File: config.mk
export PLATFORM = sky130hd
export DESIGN_NAME = sbs_slave_status
export DESIGN_NICKNAME = d
export VERILOG_FILES = /design/src/rtl/sbs_pkg.sv /design/src/rtl/sbs_free_timer.sv /design/src/rtl/sbs_slave_status.sv
export SDC_FILE = /design/constraint.sdc
export NUM_CORES = 1
export LEC_CHECK = 0
export BUFFER_PORTS_ARGS = -buffer_cell sky130_fd_sc_hd__buf_2
export CELL_PAD_IN_SITES_DETAIL_PLACEMENT = 0
export CELL_PAD_IN_SITES_GLOBAL_PLACEMENT = 1
export CORE_AREA = 4 4 91 110
export CTS_CLUSTER_DIAMETER = 80
export DETAILED_ROUTE_END_ITERATION = 12
export DIE_AREA = 0 0 95 114
export GPL_ROUTABILITY_DRIVEN = 0
export GPL_TIMING_DRIVEN = 0
export PLACE_DENSITY = 0.89
export SYNTH_ARGS = -nofsm -noshare
export SYNTH_HDL_FRONTEND = slang
export SYNTH_SLANG_ARGS = --single-unit
export TNS_END_PERCENT = 1
File: constraint.sdc
create_clock -name sys_clk_in -period 2.7 [get_ports sys_clk_in]
set_input_delay 0 -clock sys_clk_in [delete_from_list [all_inputs] [get_ports sys_clk_in]]
set_output_delay 0 -clock sys_clk_in [all_outputs]
set_load 0.05 [all_outputs]
File: src/rtl/sbs_pkg.sv
// package: register map, field layout and codes of the two-wire slave status block
package sbs_pkg;
    // register indices; byte address is four times the index
    localparam logic [7:0] IDX_CONTROL  = 8'hc0;
    localparam logic [7:0] IDX_CONFIG   = 8'hc1;
    localparam logic [7:0] IDX_DATA     = 8'hc2;
    localparam logic [7:0] IDX_OWN_ADDR = 8'hc3;
    localparam logic [7:0] IDX_VECTOR   = 8'hc4;
    localparam logic [7:0] IDX_IRQ_STAT = 8'hc5;
    localparam logic [7:0] IDX_IRQ_MASK = 8'hc6;
    localparam int         ADR_W        = 10;
    // control register bit positions
    localparam int CTL_START = 5;
    localparam int CTL_STOP  = 4;
    localparam int CTL_ACK_REQUEST_FLAG = 3;
    localparam int CTL_ARB   = 2;
    localparam int CTL_ACK   = 1;
    localparam int CTL_SI    = 0;
    // configuration register bit 5 is read-only busy
    localparam int         CFG_BUSY     = 5;
    localparam logic [7:0] CFG_RESET    = 8'h00;
    localparam logic [7:0] CFG_WR_MASK  = 8'hdf;
    localparam logic [6:0] OWN_ADDR_RST = 7'h00;
    // status vectors
    localparam logic [3:0] VEC_DATA = 4'h0;
    localparam logic [3:0] VEC_STOP = 4'h1;
    localparam logic [3:0] VEC_ADDR = 4'h2;
    // kinds of arbitration loss reported by the master engine
    localparam logic [1:0] LOST_DATA   = 2'h0;
    localparam logic [1:0] LOST_RSTART = 2'h1;
    localparam logic [1:0] LOST_DETSTP = 2'h2;
    localparam logic [1:0] LOST_TRYSTP = 2'h3;
    // interrupt status bits
    localparam int IRQ_UPDATE = 0;
    localparam int IRQ_ARB    = 1;
    localparam int IRQ_STOP   = 2;
    localparam int IRQ_W      = 3;
    // bits per byte and free-bus periods
    localparam logic [3:0] BYTE_BITS    = 4'h8;
    localparam logic [3:0] FREE_PERIODS = 4'ha;

    typedef struct packed {
        logic       enable;
        logic       inhibit;
        logic       busy;
        logic       ext_hold;
        logic       lto_en;
        logic       fto_en;
        logic [1:0] src_sel;
    } sbs_cfg_type;

    typedef struct packed {
        logic scl;
        logic sda;
    } sbs_pins_type;

    typedef enum logic [2:0] {
        ST_IDLE     = 3'b000,
        ST_ADDR     = 3'b001,
        ST_ADDR_ACK = 3'b010,
        ST_DATA     = 3'b011,
        ST_DATA_ACK = 3'b100,
        ST_SKIP     = 3'b101
    } sbs_state_type;
endpackage

File: src/rtl/sbs_free_timer.sv
// free-bus timeout: bit-rate source selection and high-level period counter
`timescale 1ns/1ps
module sbs_free_timer
    import sbs_pkg::*;
(
    input  wire logic       sys_clk_in,
    input  wire logic       rst_n_in,
    input  wire logic [3:0] timer_ovf_in,
    input  wire logic [1:0] src_sel_in,
    input  wire logic       enable_in,
    input  wire logic       bus_high_in,
    output logic            free_out
);
    logic [3:0] cnt_r;
    logic [3:0] cnt_nxt;
    logic       tick;
    logic       hit;

    // selected overflow: 0 t0, 1 t1, 2 t2 high, 3 t2 low
    assign tick    = timer_ovf_in[src_sel_in];
    assign hit     = (cnt_r == FREE_PERIODS) && tick;
    assign cnt_nxt = (!enable_in || !bus_high_in) ? 4'h0 :
                     (tick && cnt_r <= FREE_PERIODS) ? cnt_r + 4'h1 : cnt_r;

    // count periods with both lines high; fire once past ten
    always_ff @(posedge sys_clk_in or negedge rst_n_in)
    begin
        if (!rst_n_in)
        begin
            cnt_r    <= 4'h0;
            free_out <= 1'b0;
        end
        else
        begin
            cnt_r    <= cnt_nxt;
            free_out <= enable_in && bus_high_in && hit;
        end
    end
endmodule

File: src/rtl/sbs_slave_status.sv
// two-wire slave receiver status, arbitration-loss status and configuration
`timescale 1ns/1ps
module sbs_slave_status
    import sbs_pkg::*;
(
    input  wire logic              sys_clk_in,
    input  wire logic              rst_n_in,
    input  wire logic              wb_cyc_in,
    input  wire logic              wb_stb_in,
    input  wire logic              wb_we_in,
    input  wire logic [ADR_W-1:0]  wb_adr_in,
    input  wire logic [3:0]        wb_sel_in,
    input  wire logic [31:0]       wb_dat_in,
    output logic      [31:0]       wb_dat_out,
    output logic                   wb_ack_out,
    input  wire logic              scl_in,
    output logic                   scl_out,
    output logic                   scl_oe_out,
    input  wire logic              sda_in,
    output logic                   sda_out,
    output logic                   sda_oe_out,
    input  wire logic [3:0]        timer_ovf_in,
    input  wire logic              lost_in,
    input  wire logic [1:0]        lost_kind_in,
    output logic                   start_request_out,
    output logic                   stop_request_out,
    output logic                   irq_out
);
    sbs_pins_type  meta_r;
    sbs_pins_type  pin_r;
    sbs_pins_type  prev_r;
    sbs_cfg_type   cfg_r;
    sbs_state_type state_r;
    sbs_state_type state_nxt;
    logic [7:0]        shift_r;
    logic [3:0]        cnt_r;
    logic [7:0]        data_r;
    logic [6:0]        own_r;
    logic [3:0]        vec_r;
    logic              si_r;
    logic              arb_r;
    logic              ack_r;
    logic              lost_pend_r;
    logic              busy_r;
    logic              rw_r;
    logic [IRQ_W-1:0]  ist_r;
    logic [IRQ_W-1:0]  imask_r;
    logic              free_pulse;

    // bus decode
    wire              req      = wb_cyc_in && wb_stb_in && !wb_ack_out;
    wire              wr_lo    = req && wb_we_in && wb_sel_in[0];
    wire [7:0]        idx      = wb_adr_in[ADR_W-1:2];
    wire              hit_ctl  = (idx == IDX_CONTROL);
    wire              hit_cfg  = (idx == IDX_CONFIG);
    wire              hit_dat  = (idx == IDX_DATA);
    wire              hit_own  = (idx == IDX_OWN_ADDR);
    wire              hit_vec  = (idx == IDX_VECTOR);
    wire              hit_ist  = (idx == IDX_IRQ_STAT);
    wire              hit_imk  = (idx == IDX_IRQ_MASK);
    wire              wr_ctl   = wr_lo && hit_ctl;
    wire [7:0]        wd       = wb_dat_in[7:0];

    // line events seen on synchronised pins
    wire              on       = cfg_r.enable;
    wire              scl_rise = on && pin_r.scl && !prev_r.scl;
    wire              scl_fall = on && !pin_r.scl && prev_r.scl;
    wire              start_d  = on && pin_r.scl && prev_r.scl && !pin_r.sda && prev_r.sda;
    wire              stop_d   = on && pin_r.scl && prev_r.scl && pin_r.sda && !prev_r.sda;
    wire              addressed = (state_r != ST_IDLE) && (state_r != ST_ADDR);
    wire              byte_end = scl_fall && (cnt_r == BYTE_BITS);
    wire              match    = (shift_r[7:1] == own_r) && !cfg_r.inhibit;
    wire              addr_hit = (state_r == ST_ADDR) && byte_end && match;
    wire              data_end = (state_r == ST_DATA) && byte_end;
    wire              stop_ev  = stop_d && addressed && !cfg_r.inhibit;
    wire              lost_ev  = on && lost_in;
    wire              upd      = lost_ev || addr_hit || data_end || stop_ev;

    // read value of the control register; request flag is hard zero
    wire [7:0]        ctl_rd   = {2'b00, start_request_out, stop_request_out,
                                  1'b0, arb_r, ack_r, si_r};
    wire [7:0]        cfg_rd   = {cfg_r[7:6], busy_r, cfg_r[4:0]};
    wire [7:0]        rd_byte  = hit_ctl ? ctl_rd :
                                 hit_cfg ? cfg_rd :
                                 hit_dat ? data_r :
                                 hit_own ? {1'b0, own_r} :
                                 hit_vec ? {4'h0, vec_r} :
                                 hit_ist ? {5'h00, ist_r} :
                                 hit_imk ? {5'h00, imask_r} : 8'h00;

    // interrupt status: hardware set wins over write-one-clear
    wire [IRQ_W-1:0]  ist_set  = {stop_ev, lost_ev, upd};
    wire [IRQ_W-1:0]  ist_clr  = (wr_lo && hit_ist) ? wd[IRQ_W-1:0] : '0;
    wire [IRQ_W-1:0]  ist_nxt  = (ist_r & ~ist_clr) | ist_set;

    // status vector for the event of this cycle
    function automatic logic [3:0] lost_vec(input logic [1:0] kind);
        case (kind)
            LOST_DATA:   lost_vec = VEC_DATA;
            LOST_RSTART: lost_vec = VEC_ADDR;
            default:     lost_vec = VEC_STOP;
        endcase
    endfunction

    // two-flop synchroniser, then previous sample for edge finding
    always_ff @(posedge sys_clk_in or negedge rst_n_in)
    begin
        if (!rst_n_in)
        begin
            meta_r <= '1;
            pin_r  <= '1;
            prev_r <= '1;
        end
        else
        begin
            meta_r <= '{scl: scl_in, sda: sda_in};
            pin_r  <= meta_r;
            prev_r <= pin_r;
        end
    end

    // wishbone slave: one-cycle answer, unmapped reads zero
    always_ff @(posedge sys_clk_in or negedge rst_n_in)
    begin
        if (!rst_n_in)
        begin
            wb_ack_out <= 1'b0;
            wb_dat_out <= 32'h0000_0000;
        end
        else
        begin
            wb_ack_out <= req;
            wb_dat_out <= req ? {24'h00_0000, rd_byte} : 32'h0000_0000;
        end
    end

    // software registers
    always_ff @(posedge sys_clk_in or negedge rst_n_in)
    begin
        if (!rst_n_in)
        begin
            cfg_r   <= sbs_cfg_type'(CFG_RESET);
            own_r   <= OWN_ADDR_RST;
            imask_r <= '0;
            ist_r   <= '0;
            irq_out <= 1'b0;
        end
        else
        begin
            if (wr_lo && hit_cfg)
                cfg_r <= sbs_cfg_type'((wd & CFG_WR_MASK) | (cfg_r & ~CFG_WR_MASK));
            if (wr_lo && hit_own)
                own_r <= wd[6:0];
            if (wr_lo && hit_imk)
                imask_r <= wd[IRQ_W-1:0];
            ist_r   <= ist_nxt;
            irq_out <= |(ist_nxt & imask_r);
        end
    end

    // control bits; a hardware update wins over a software clear
    always_ff @(posedge sys_clk_in or negedge rst_n_in)
    begin
        if (!rst_n_in)
        begin
            si_r              <= 1'b0;
            ack_r             <= 1'b0;
            start_request_out <= 1'b0;
            stop_request_out  <= 1'b0;
        end
        else
        begin
            if (wr_ctl)
            begin
                ack_r             <= wd[CTL_ACK];
                start_request_out <= wd[CTL_START];
                stop_request_out  <= wd[CTL_STOP];
            end
            si_r <= upd || (wr_ctl ? wd[CTL_SI] : si_r);
        end
    end

    // status vector, arbitration flag and lost-arbitration memory
    always_ff @(posedge sys_clk_in or negedge rst_n_in)
    begin
        if (!rst_n_in)
        begin
            vec_r       <= VEC_DATA;
            arb_r       <= 1'b0;
            lost_pend_r <= 1'b0;
        end
        else if (lost_ev)
        begin
            vec_r       <= lost_vec(lost_kind_in);
            arb_r       <= 1'b1;
            lost_pend_r <= 1'b1;
        end
        else if (addr_hit)
        begin
            vec_r <= VEC_ADDR;
            arb_r <= lost_pend_r;
        end
        else if (data_end)
        begin
            vec_r <= VEC_DATA;
            arb_r <= 1'b0;
        end
        else if (stop_ev)
        begin
            vec_r       <= VEC_STOP;
            arb_r       <= 1'b0;
            lost_pend_r <= 1'b0;
        end
    end

    // busy: set by start, cleared by stop or free timeout
    always_ff @(posedge sys_clk_in or negedge rst_n_in)
    begin
        if (!rst_n_in)
            busy_r <= 1'b0;
        else if (!on || stop_d || free_pulse)
            busy_r <= 1'b0;
        else if (start_d)
            busy_r <= 1'b1;
    end

    // receive sequencer next state
    always_comb
    begin
        state_nxt = state_r;
        case (state_r)
            ST_IDLE:     state_nxt = ST_IDLE;
            ST_ADDR:     if (byte_end) state_nxt = match ? ST_ADDR_ACK : ST_IDLE;
            ST_ADDR_ACK: if (scl_fall) state_nxt = rw_r ? ST_SKIP : ST_DATA;
            ST_DATA:     if (byte_end) state_nxt = ST_DATA_ACK;
            ST_DATA_ACK: if (scl_fall) state_nxt = ST_DATA;
            ST_SKIP:     state_nxt = ST_SKIP;
            default:     state_nxt = ST_IDLE;
        endcase
        if (stop_d)
            state_nxt = ST_IDLE;
        if (start_d)
            state_nxt = ST_ADDR;
        if (!on)
            state_nxt = ST_IDLE;
    end

    // shifter, bit count and acknowledge drive
    always_ff @(posedge sys_clk_in or negedge rst_n_in)
    begin
        if (!rst_n_in)
        begin
            state_r    <= ST_IDLE;
            shift_r    <= 8'h00;
            cnt_r      <= 4'h0;
            data_r     <= 8'h00;
            rw_r       <= 1'b0;
            sda_oe_out <= 1'b0;
        end
        else
        begin
            state_r <= state_nxt;
            if (start_d || byte_end)
                cnt_r <= 4'h0;
            else if (scl_rise && (state_r == ST_ADDR || state_r == ST_DATA))
            begin
                shift_r <= {shift_r[6:0], pin_r.sda};
                cnt_r   <= cnt_r + 4'h1;
            end
            if (addr_hit)
                rw_r <= shift_r[0];
            if (data_end)
                data_r <= shift_r;
            // matching address byte always acknowledged; data byte acknowledge uses the preset acknowledge bit
            if (!on || start_d || stop_d)
                sda_oe_out <= 1'b0;
            else if (addr_hit)
                sda_oe_out <= 1'b1;
            else if (data_end)
                sda_oe_out <= ack_r;
            else if (scl_fall && (state_r == ST_ADDR_ACK || state_r == ST_DATA_ACK))
                sda_oe_out <= 1'b0;
        end
    end

    // open-drain outputs: clock held low while the flag stands
    always_ff @(posedge sys_clk_in or negedge rst_n_in)
    begin
        if (!rst_n_in)
        begin
            scl_out    <= 1'b0;
            sda_out    <= 1'b0;
            scl_oe_out <= 1'b0;
        end
        else
        begin
            scl_out    <= 1'b0;
            sda_out    <= 1'b0;
            scl_oe_out <= si_r && on;
        end
    end

    // free-bus detector on the selected bit-rate source
    sbs_free_timer u_free (
        .sys_clk_in   (sys_clk_in),
        .rst_n_in     (rst_n_in),
        .timer_ovf_in (timer_ovf_in),
        .src_sel_in   (cfg_r.src_sel),
        .enable_in    (on && cfg_r.fto_en),
        .bus_high_in  (pin_r.scl && pin_r.sda),
        .free_out     (free_pulse)
    );
endmodule

Word level (Yosys, flattened, before mapping)
Cells that the tools add are included.
{"block": "op_classes", "add_sub_neg": 2, "n_mul": 0, "div_mod_pow": 0, "magnitude_cmp": 2, "eq_ne": 23, "n_shift": 0, "muxes": 44, "bitwise": 6, "n_reduce_logical": 69}
{"cell": "8-bit == test, second input constant", "n": 7}
{"cell": "1-bit logical AND", "n": 36}
{"cell": "4-bit 2-to-1 mux", "n": 9}
{"cell": "3-bit 2-to-1 mux", "n": 11}
{"cell": "8-bit 2-to-1 mux", "n": 4}
{"cell": "5-bit != test, second input constant", "n": 4}
{"cell": "1-bit 2-to-1 mux", "n": 15}
{"cell": "3-bit case mux with 5 select lines", "n": 1}
{"cell": "1-bit logical OR", "n": 12}
{"cell": "1-bit logical NOT", "n": 9}
{"cell": "4-bit by 1-bit adder with 4-bit output, second input constant", "n": 2}
{"cell": "4-bit == test, second input constant", "n": 2}
{"cell": "8-bit by 6-bit bitwise OR with 8-bit output", "n": 1}
{"cell": "2-bit nonzero test", "n": 4}
{"cell": "4-bit nonzero test", "n": 2}
{"cell": "7-bit == test", "n": 1}
{"cell": "7-bit 2-to-1 mux", "n": 1}
{"cell": "3-bit AND", "n": 2}
{"cell": "3-bit by 2-bit == test with 1-bit output, second input constant", "n": 2}
{"cell": "3-bit == test, second input constant", "n": 2}
{"cell": "4-bit <= comparator, second input constant", "n": 1}
{"cell": "2-bit by 1-bit != test with 1-bit output, second input constant", "n": 2}
{"cell": "2-bit case mux with 2 select lines", "n": 1}
{"cell": "4-bit AND reduction", "n": 1}
{"cell": "14 further kinds", "n": 14}
{"block": "word_totals", "regBits": 79, "latchBits": 0, "ramBits": 0, "romBits": 0, "inputBits": 60, "out_inout_bits": 40, "memories": 0}

Depth between registers and ports, before layout
Gate-level depths: netlist of run 1.
{"block": "logic_depth", "ltp_word": 12, "mapped_depth": 7, "depth_no_buf": 7}

Modules after synthesis
A second synthesis of run 1 with hierarchy kept.
{"block": "hier_totals", "hier_cells": 340, "hier_area_um2": 3836.2}
{"module": "sbs_slave_status", "n_inst": 1, "cells_per_inst": 313, "area_per_inst_um2": 3537.1, "seq_area_each_um2": 1784.2}
{"module": "sbs_free_timer", "n_inst": 1, "cells_per_inst": 27, "area_per_inst_um2": 299.0, "seq_area_each_um2": 125.1}

Worst setup path before layout of run 1
No wires, ideal clock.
{"block": "synth_timing", "path_kind": "flip-flop to flip-flop", "from": "register wb_ack_out", "to": "register irq_out", "arrival_time_ns": 1.864, "t_required_ns": 2.574, "setup_slack_ns": 0.710, "path_stages_with_launch": 8, "n_path_buf": 2, "period_less_slack_ns": 1.990, "cell_sequence": "dfrtp_1 and3b_1 buf_2 and3_1 buf_2 and4_1 o2111ai_2 a221o_1"}
{"block": "synth_via", "elab_chain_cells": 11}
{"element": "from (decl)", "line_no": "sbs_slave_status.sv:15", "source": "output logic wb_ack_out,"}
{"element": "from (signal assigned)", "line_no": "sbs_slave_status.sv:132", "source": "wb_ack_out <= req;"}
{"element": "1-bit logical NOT", "line_no": "sbs_slave_status.sv:51", "source": "wire req = wb_cyc_in && wb_stb_in && !wb_ack_out;"}
{"element": "1-bit logical AND", "line_no": "sbs_slave_status.sv:51"}
{"element": "via req", "line_no": "sbs_slave_status.sv:51"}
{"element": "1-bit logical AND (2 in a row)", "line_no": "sbs_slave_status.sv:52", "source": "wire wr_lo = req && wb_we_in && wb_sel_in[0];"}
{"element": "1-bit logical AND", "line_no": "sbs_slave_status.sv:93", "source": "wire [IRQ_W-1:0] ist_clr = (wr_lo && hit_ist) ? wd[IRQ_W-1:0] : '0;"}
{"element": "3-bit 2-to-1 mux", "line_no": "sbs_slave_status.sv:93"}
{"element": "3-bit NOT", "line_no": "sbs_slave_status.sv:94", "source": "wire [IRQ_W-1:0] ist_nxt = (ist_r & ~ist_clr) | ist_set;"}
{"element": "3-bit AND", "line_no": "sbs_slave_status.sv:94"}
{"element": "3-bit bitwise OR", "line_no": "sbs_slave_status.sv:94"}
{"element": "via ist_nxt[0]", "line_no": "sbs_slave_status.sv:94"}
{"element": "3-bit AND", "line_no": "sbs_slave_status.sv:157", "source": "irq_out <= |(ist_nxt & imask_r);"}
{"element": "3-bit OR reduction", "line_no": "sbs_slave_status.sv:157"}
{"element": "to (signal assigned)", "line_no": "sbs_slave_status.sv:157"}
{"element": "to (decl)", "line_no": "sbs_slave_status.sv:27", "source": "output logic irq_out"}
The timed path passes the listed nets, and every way through them passes these cells.
A chain may end at the register's enable or synchronous reset.

Final worst setup path of run 1
{"block": "layout_timing", "from": "register prev_r[1] (netlist bit)", "to": "register rw_r"}
{"block": "layout_via", "elab_chain_cells": 4}
{"element": "from (decl)", "line_no": "sbs_slave_status.sv:31", "source": "sbs_pins_type prev_r;"}
{"element": "from (signal assigned)", "line_no": "sbs_slave_status.sv:118", "source": "prev_r <= pin_r;"}
{"element": "1-bit logical AND", "line_no": "sbs_slave_status.sv:67", "source": "wire scl_fall = on && !pin_r.scl && prev_r.scl;"}
{"element": "1-bit logical AND", "line_no": "sbs_slave_status.sv:71", "source": "wire byte_end = scl_fall && (cnt_r == BYTE_BITS);"}
{"element": "1-bit logical AND (2 in a row)", "line_no": "sbs_slave_status.sv:73", "source": "wire addr_hit = (state_r == ST_ADDR) && byte_end && match;"}
{"element": "to (signal assigned)", "line_no": "sbs_slave_status.sv:271", "source": "rw_r <= shift_r[0];"}
{"element": "to (decl)", "line_no": "sbs_slave_status.sv:45", "source": "logic rw_r;"}
Every way passes these cells.

==> results.yml, run 1 <==
sta:
  fmax_mhz: 479
  period_share_pct: 77.4
  relSlewSlack_pct: 37.7
  clock_skew_ns: 0.00539
  drv_slew: 0
  tns_ns: 0
  setup_violations: 0
  rsz0062_at_grt: "no"
  whs_ns: 0.0272
  tightest_slew_ns: 0.934
  period_needed_ns: 2.09
  finalHoldViolCount: 0
detailed_routing:
  vias_per_cell: 5.05
  wl_per_cell_um: 14.7
  dr.pass1.iters: 4
  wl_um: 8270
  drc: 0
  drt_iter0_drc: 133
  antenna_left: 0
  num_vias: 2831
worst_setup_path:
  r2r_slack_ns: 0.61
  path_delay_family: "simple AND/OR/NAND/NOR gates"
  reg2reg_to: "rw_r"
  cp.arrival_ns: 2.33
  worstSetupEndpointType: "flip-flop"
  critical_path_class: "reg -> reg"
  reg2reg_from: "prev_r[1]"
  r2r_cells: 4
  critical-path-slowest-cell: "dfstp_2"
  path_max_fanout: 8
  worstSetupStartpointType: "flip-flop"
  worstPathCellList: "nand3b_1 > nor2_1 > nand4_1 > mux2_2"
  crit_required_ns: 2.94
  cp.buffers_inverters: 0
  critical-path-max-stage-delay_ns: 0.59
synth:
  syn_area_per_cell_um2: 11.2
  yosysWarnings: 0
  async_flop_share_pct: 100
  synth_seq_cells: 76
  synth_area_um2: 3820
  synth_most_common_cell: "dfrtp_1"
  yosys.area.top_type: "dfrtp_1"
  postSynthCellCount: 341
  synthTopCellsByCount: "dfrtp_1 (70), mux2_2 (42), buf_4 (27), nor2_1 (22), nand2_1 (20)"
  yosysSeqAreaShare_pct: 50.0
  synth_edf_count: 0
  synth.distinct_cells: 54
  synth_ff_type: "dfrtp_1"
  yosys-top-cells-area: "dfrtp_1 (46%), mux2_2 (12%), buf_4 (5.3%), dfstp_2 (4.1%), xor2_1 (2.3%)"
  synth_top_area_share_pct: 45.8
power_and_ir_drop:
  p_sw_share_pct: 24.3
  intPower_w: 0.00177
  p_switching_w: 0.000567
  peakVddDrop_mv: 0.223
  power.leakage_nw: 2.36
  finalPower_w: 0.00234
  power_frac_seq_pct: 49.7
  power.share.clock_pct: 40.5
  pwr-share-comb_pct: 9.8
  pwr_density_cell_nw_per_um2: 502
clock_network:
  cts.sinks: 76
  insertion_delay_ns: 0.35
  cts_buffers: 9
  cts_tree: "built"
  h-tree-depth: 3
  cts.reportedPaths.clkPinSlew_ns: 0.07
  clock-root-buffer: "clkbuf_8"
  ctsResizeCount: 0
  cts_buffer_depth: 2
layout:
  fill_cells: 821
  antennaDiodeCount: 0
  drive_gt1_share_pct: 34.2
  fin_util_pct: 52.1
  layout.nets: 500
  area_growth_pct: 21.8
  design_area_um2: 4660
worst_hold_path:
  min_from: "wb_adr_in[4]"
  hold_path.class: "in -> reg"
  min_to: "wb_dat_out[0]"
  hold_path_depth: 4
floorplanning:
  die_height_um: 114
  design.core.area_um2: 8940
  start_util_pct: 42.8
  dieWidth_um: 95
  io_pins: 100
  design.die.area_um2: 10800
  fp-row-count: 38
grt:
  track_usage_pct: 16.1
  grt_pass1_vias: 2900
  grt_pass1_wl_um: 13600
  grt_max_degree: 77
  globalRouteOverflowTotal: 0
  antenna_found_initial: 0
run_status:
  status: "complete, no violations"
placement:
  place_area_um2: 4290
  dp_hpwl_um: 6160
  numPortBuffers: 44
job:
  cap_violations: 0
==> final cells by class <==
class / count / area [µm²] / area share [%]
tap: 120 / 150 / 3.22
multi-input combinational: 239 / 1710 / 36.7
buffer: 38 / 251 / 5.40
sequential: 76 / 1910 / 41.0
inverter: 13 / 48.8 / 1.05
clock inverter: 5 / 75.1 / 1.61
timing repair buffer: 59 / 373 / 8.01
clock buffer: 11 / 141 / 3.04
==> worst reg2reg max path, cell delays in order, from the launching register on <==
cell,delay [ns]
dfstp_2,0.59
nand3b_1,0.15
nor2_1,0.40
nand4_1,0.44
mux2_2,0.40
==> per-layer routing <==
metal | share of wire [%] | GRT usage (%) | wire length (µm)
met1 | 42 | 18.9 | 3490
met2 | 51 | 28.1 | 4200
met5 | 0 | 0 | 0
met4 | 3.0 | 8.76 | 246
met3 | 4.0 | 2.04 | 328
==> placed cells by master, fill, tap and decap left out, types with 10 or more instances in the layout <==
master / instances
mux2_2: 42
nor2_1: 22
xor2_1: 10
inv_1: 13
conb_1: 26
dfrtp_1: 70
clkbuf_8: 10
buf_2: 49
dlygate4sd3_1: 15
buf_4: 28
a21oi_1: 10
nand2_1: 20
o21ai_0: 16
==> repair_timing <==
item	in CTS	in global routing
endpoints found under the hold margin	96	0
hold buffers	15	0
setup buffers	0	0
==> registers in the layout (all words and copies together) (netlist names), 2 cells and up <==
signal,count
vec_r,2
meta_r,2
prev_r,2
wb_dat_out,8
shift_r,8
ist_r,3
data_r,8
state_r,3
cfg_r,6
cnt_r,4
pin_r,2
u_free.cnt_r,4
own_r,7
imask_r,3
==> cell families (layout without fill, tap and decap cells) <==
logic type      after synthesis  in the layout  share of synthesized area (%)
buf+inv                      51            126                           7.86
fa+ha+maj                     4              4                           1.31
compound gates               59             59                           10.7
xor+xnor                     13             13                           2.98
other cells                   1             26                         0.0981
mux                          46             46                           13.7
simple gates                 91             91                           13.4
flops                        76             76                           50.0
==> how the worst max path moves through the flow <==
stage / start / endpoint / slack [ns] / cells after the start
2_1_floorplan: wb_ack_out / irq_out / 0.71 / 7
3_3_place_gp: prev_r[1] / rw_r / 0.64 / 4
3_5_place_dp: state_r[2] / shift_r[7] / 0.60 / 5
4_1_cts: pin_r[1] / shift_r[7] / 0.59 / 4
5_1_grt: cnt_r[1] / arb_r / 0.36 / 7
6_report: prev_r[1] / rw_r / 0.61 / 4
==> metrics by stage <==
step	setup WS, ns	instances
2_1_floorplan	0.710	366
3_3_place_gp	0.638	530
3_5_place_dp	0.604	530
4_1_cts	0.590	561
5_1_grt	0.365	561
6_report	0.611	561
==> power groups by stage <==
stage          Clock [W]  Combinational (W)  Sequential [W]
2_1_floorplan          0           0.000148         0.00119
3_3_place_gp           0           0.000211         0.00118
3_5_place_dp           0           0.000213         0.00118
4_1_cts         0.000965           0.000229         0.00116
5_1_grt          0.00102           0.000248         0.00116
6_report        0.000946           0.000229         0.00116
Note: power is estimated with default switching activity, not from simulation.
==> inputs of run 2 (changes only) <==
- CORE_AREA: 4 4 91 110 -> 4 4 94 113
- DIE_AREA: 0 0 95 114 -> 0 0 98 117
- PLACE_DENSITY: 0.89 -> 0.84
- clock period: 2.7 -> 2.15 ns (I/O delays scaled with it)
==> run 2 against run 1 <==
Net effect:
- non-clock buffer count stayed put
- critical endpoint is now data_r[6]
- global-route usage is 0.93 points lower
- highest routed layer unchanged
- largest cell class unchanged
- sequential share of layout area is 1.1 points lower
- routed wire length is 1.6% higher
- worst setup slack worse by 0.45 ns
- die area is 5.9% higher
- via count is 0.85% lower
- register-to-register slack worse by 0.45 ns
- total power is 41% higher
==> results.yml, run 2 (synthesis gave the netlist of run 1 again) <==
detailed_routing:
  num_vias: 2807
  drc: 0
  wl_per_cell_um: 14.9
  wl_um: 8410
  antenna_left: 0
  dr.pass1.iters: 4
  vias_per_cell: 4.98
  drt_iter0_drc: 157
layout:
  design_area_um2: 4780
  area_growth_pct: 25.0
  fin_util_pct: 50.2
  reg_top3: "data_r (8), shift_r (8), wb_dat_out (8)"
  fill_cells: 860
  drive_gt1_share_pct: 35.4
  layout.nets: 500
  antennaDiodeCount: 0
  final_common_cell: "dfrtp_1"
  final_cell_mix: "dfrtp_1 (70), buf_2 (49), mux2_2 (42), buf_4 (29), conb_1 (26)"
sta:
  relSlewSlack_pct: 58.1
  tightest_slew_ns: 0.621
  period_share_pct: 92.6
  finalHoldViolCount: 0
  fin_ws_ns: 0.160
  drv_slew: 0
  period_needed_ns: 1.99
  tns_ns: 0
  fmax_mhz: 503
  setup_violations: 0
  whs_ns: 0.0254
  clock_skew_ns: 0.00523
  rsz0062_at_grt: "yes"
run_status:
  status: "complete, no violations"
grt:
  track_usage_pct: 15.1
  grt_pass1_vias: 2838
  globalRouteOverflowTotal: 0
  grt_pass1_wl_um: 13800
  antenna_found_initial: 0
  grt_max_degree: 48
floorplanning:
  start_util_pct: 40.2
  io_pins: 100
  dieWidth_um: 98
  design.die.area_um2: 11500
  fp-row-count: 39
  design.core.area_um2: 9520
  die_height_um: 117
clock_network:
  cts.reportedPaths.clkPinSlew_ns: 0.06
  cts_tree: "built"
  insertion_delay_ns: 0.33
  cts_buffer_depth: 2
  cts.sinks: 76
  clock-root-buffer: "clkbuf_16"
  cts_buffers: 9
  h-tree-depth: 3
worst_setup_path:
  worstSetupStartpointType: "flip-flop"
  critical-path-max-stage-delay_ns: 0.42
  reg2reg_from: "cnt_r[0]"
  worstPathCellList: "inv_1 > ha_1 > nand3b_1 > nor4_2 > buf_2 > mux2_2"
  critical-path-slowest-cell: "dfrtp_1"
  cp.arrival_ns: 2.20
  reg2reg_to: "data_r[6]"
  r2r_slack_ns: 0.16
  crit_required_ns: 2.36
  path_max_fanout: 10
  worstSetupEndpointType: "flip-flop"
  r2r_cells: 6
  cp.buffers_inverters: 2
  path_delay_family: "simple AND/OR/NAND/NOR gates"
  critical_path_class: "reg -> reg"
power_and_ir_drop:
  peakVddDrop_mv: 0.386
  pwr_density_cell_nw_per_um2: 688
  intPower_w: 0.00249
  power_frac_seq_pct: 44.5
  pwr-share-comb_pct: 8.9
  p_sw_share_pct: 24.3
  power.leakage_nw: 2.41
  p_switching_w: 0.000799
  power.share.clock_pct: 46.6
job:
  cap_violations: 0
placement:
  numPortBuffers: 44
  place_area_um2: 4320
  dp_hpwl_um: 6330
  pre_cts_slack_ns: 0.0782
worst_hold_path:
  hold_path_depth: 4
  min_from: "lost_kind_in[1]"
  min_to: "vec_r[0]"
  hold_path.class: "in -> reg"
[run 2: changes by cell type in the layout (fill, tap and decap cells not counted), sizes merged]
cell	change
inv	+2
clkinv	-2
buf	+2
clkinvlp	+2
bufinv	-1
dlygate4sd3	-2
clkbuf	-1
[run 2: cell type report]
type,instances,area [µm²],share of cell area (%)
Clock inverter,6,71.3,1.49
Clock buffer,10,239,5.00
Tap cell,123,154,3.22
Multi-Input combinational cell,239,1720,35.9
Buffer,38,251,5.26
Sequential cell,76,1910,39.9
Inverter,13,48.8,1.02
Timing Repair Buffer,59,388,8.12
[run 2: metrics by stage]
stage / cells / power, W
CTS: 563 / 0.00332
detailed placement: 534 / 0.00176
global route: 564 / 0.00341
global placement: 533 / 0.00175
floorplan: 366 / 0.00167
finish: 564 / 0.00329
[run 2: worst max-delay path by stage]
stage	endpoint	cells past startpoint	startpoint	slack [ns]
6_report	data_r[6]	6	cnt_r[0]	0.16
5_1_grt	state_r[0]	5	pin_r[1]	-0.009
4_1_cts	shift_r[7]	5	state_r[2]	0.06
3_5_place_dp	rw_r	6	cnt_r[1]	0.08
3_3_place_gp	rw_r	4	prev_r[1]	0.08
2_1_floorplan	irq_out	7	wb_ack_out	0.16
[run 2: per-layer routing]
layer  global-route usage [%]  vias up  part of all wire (%)
met3                     3.08       13                   4.6
met1                     18.1     1348                    42
met2                     27.2       87                    51
met5                        0        -                     0
met4                     5.54        0                   2.3
li1                         -     1359                     -
[run 2: power groups by stage]
stage	logic (W)	registers [W]	clock network [W]
2_1_floorplan	0.000185	0.00149	0
3_3_place_gp	0.000266	0.00149	0
3_5_place_dp	0.000276	0.00149	0
4_1_cts	0.000293	0.00146	0.00156
5_1_grt	0.000317	0.00146	0.00163
6_report	0.000293	0.00146	0.00153
[run 2: worst reg2reg max path, stage by stage, from the launching register on]
cell	delay [ns]
dfrtp_1	0.42
inv_1	0.08
ha_1	0.16
nand3b_1	0.14
nor4_2	0.35
buf_2	0.33
mux2_2	0.38
[run 2: repair_timing]
item | CTS | global route
hold endpoints to repair | 93 | 0
hold buffers | 13 | 0
endpoints found under the setup margin | 0 | 16
setup buffers | 0 | 1
gates resized for setup | 0 | 2
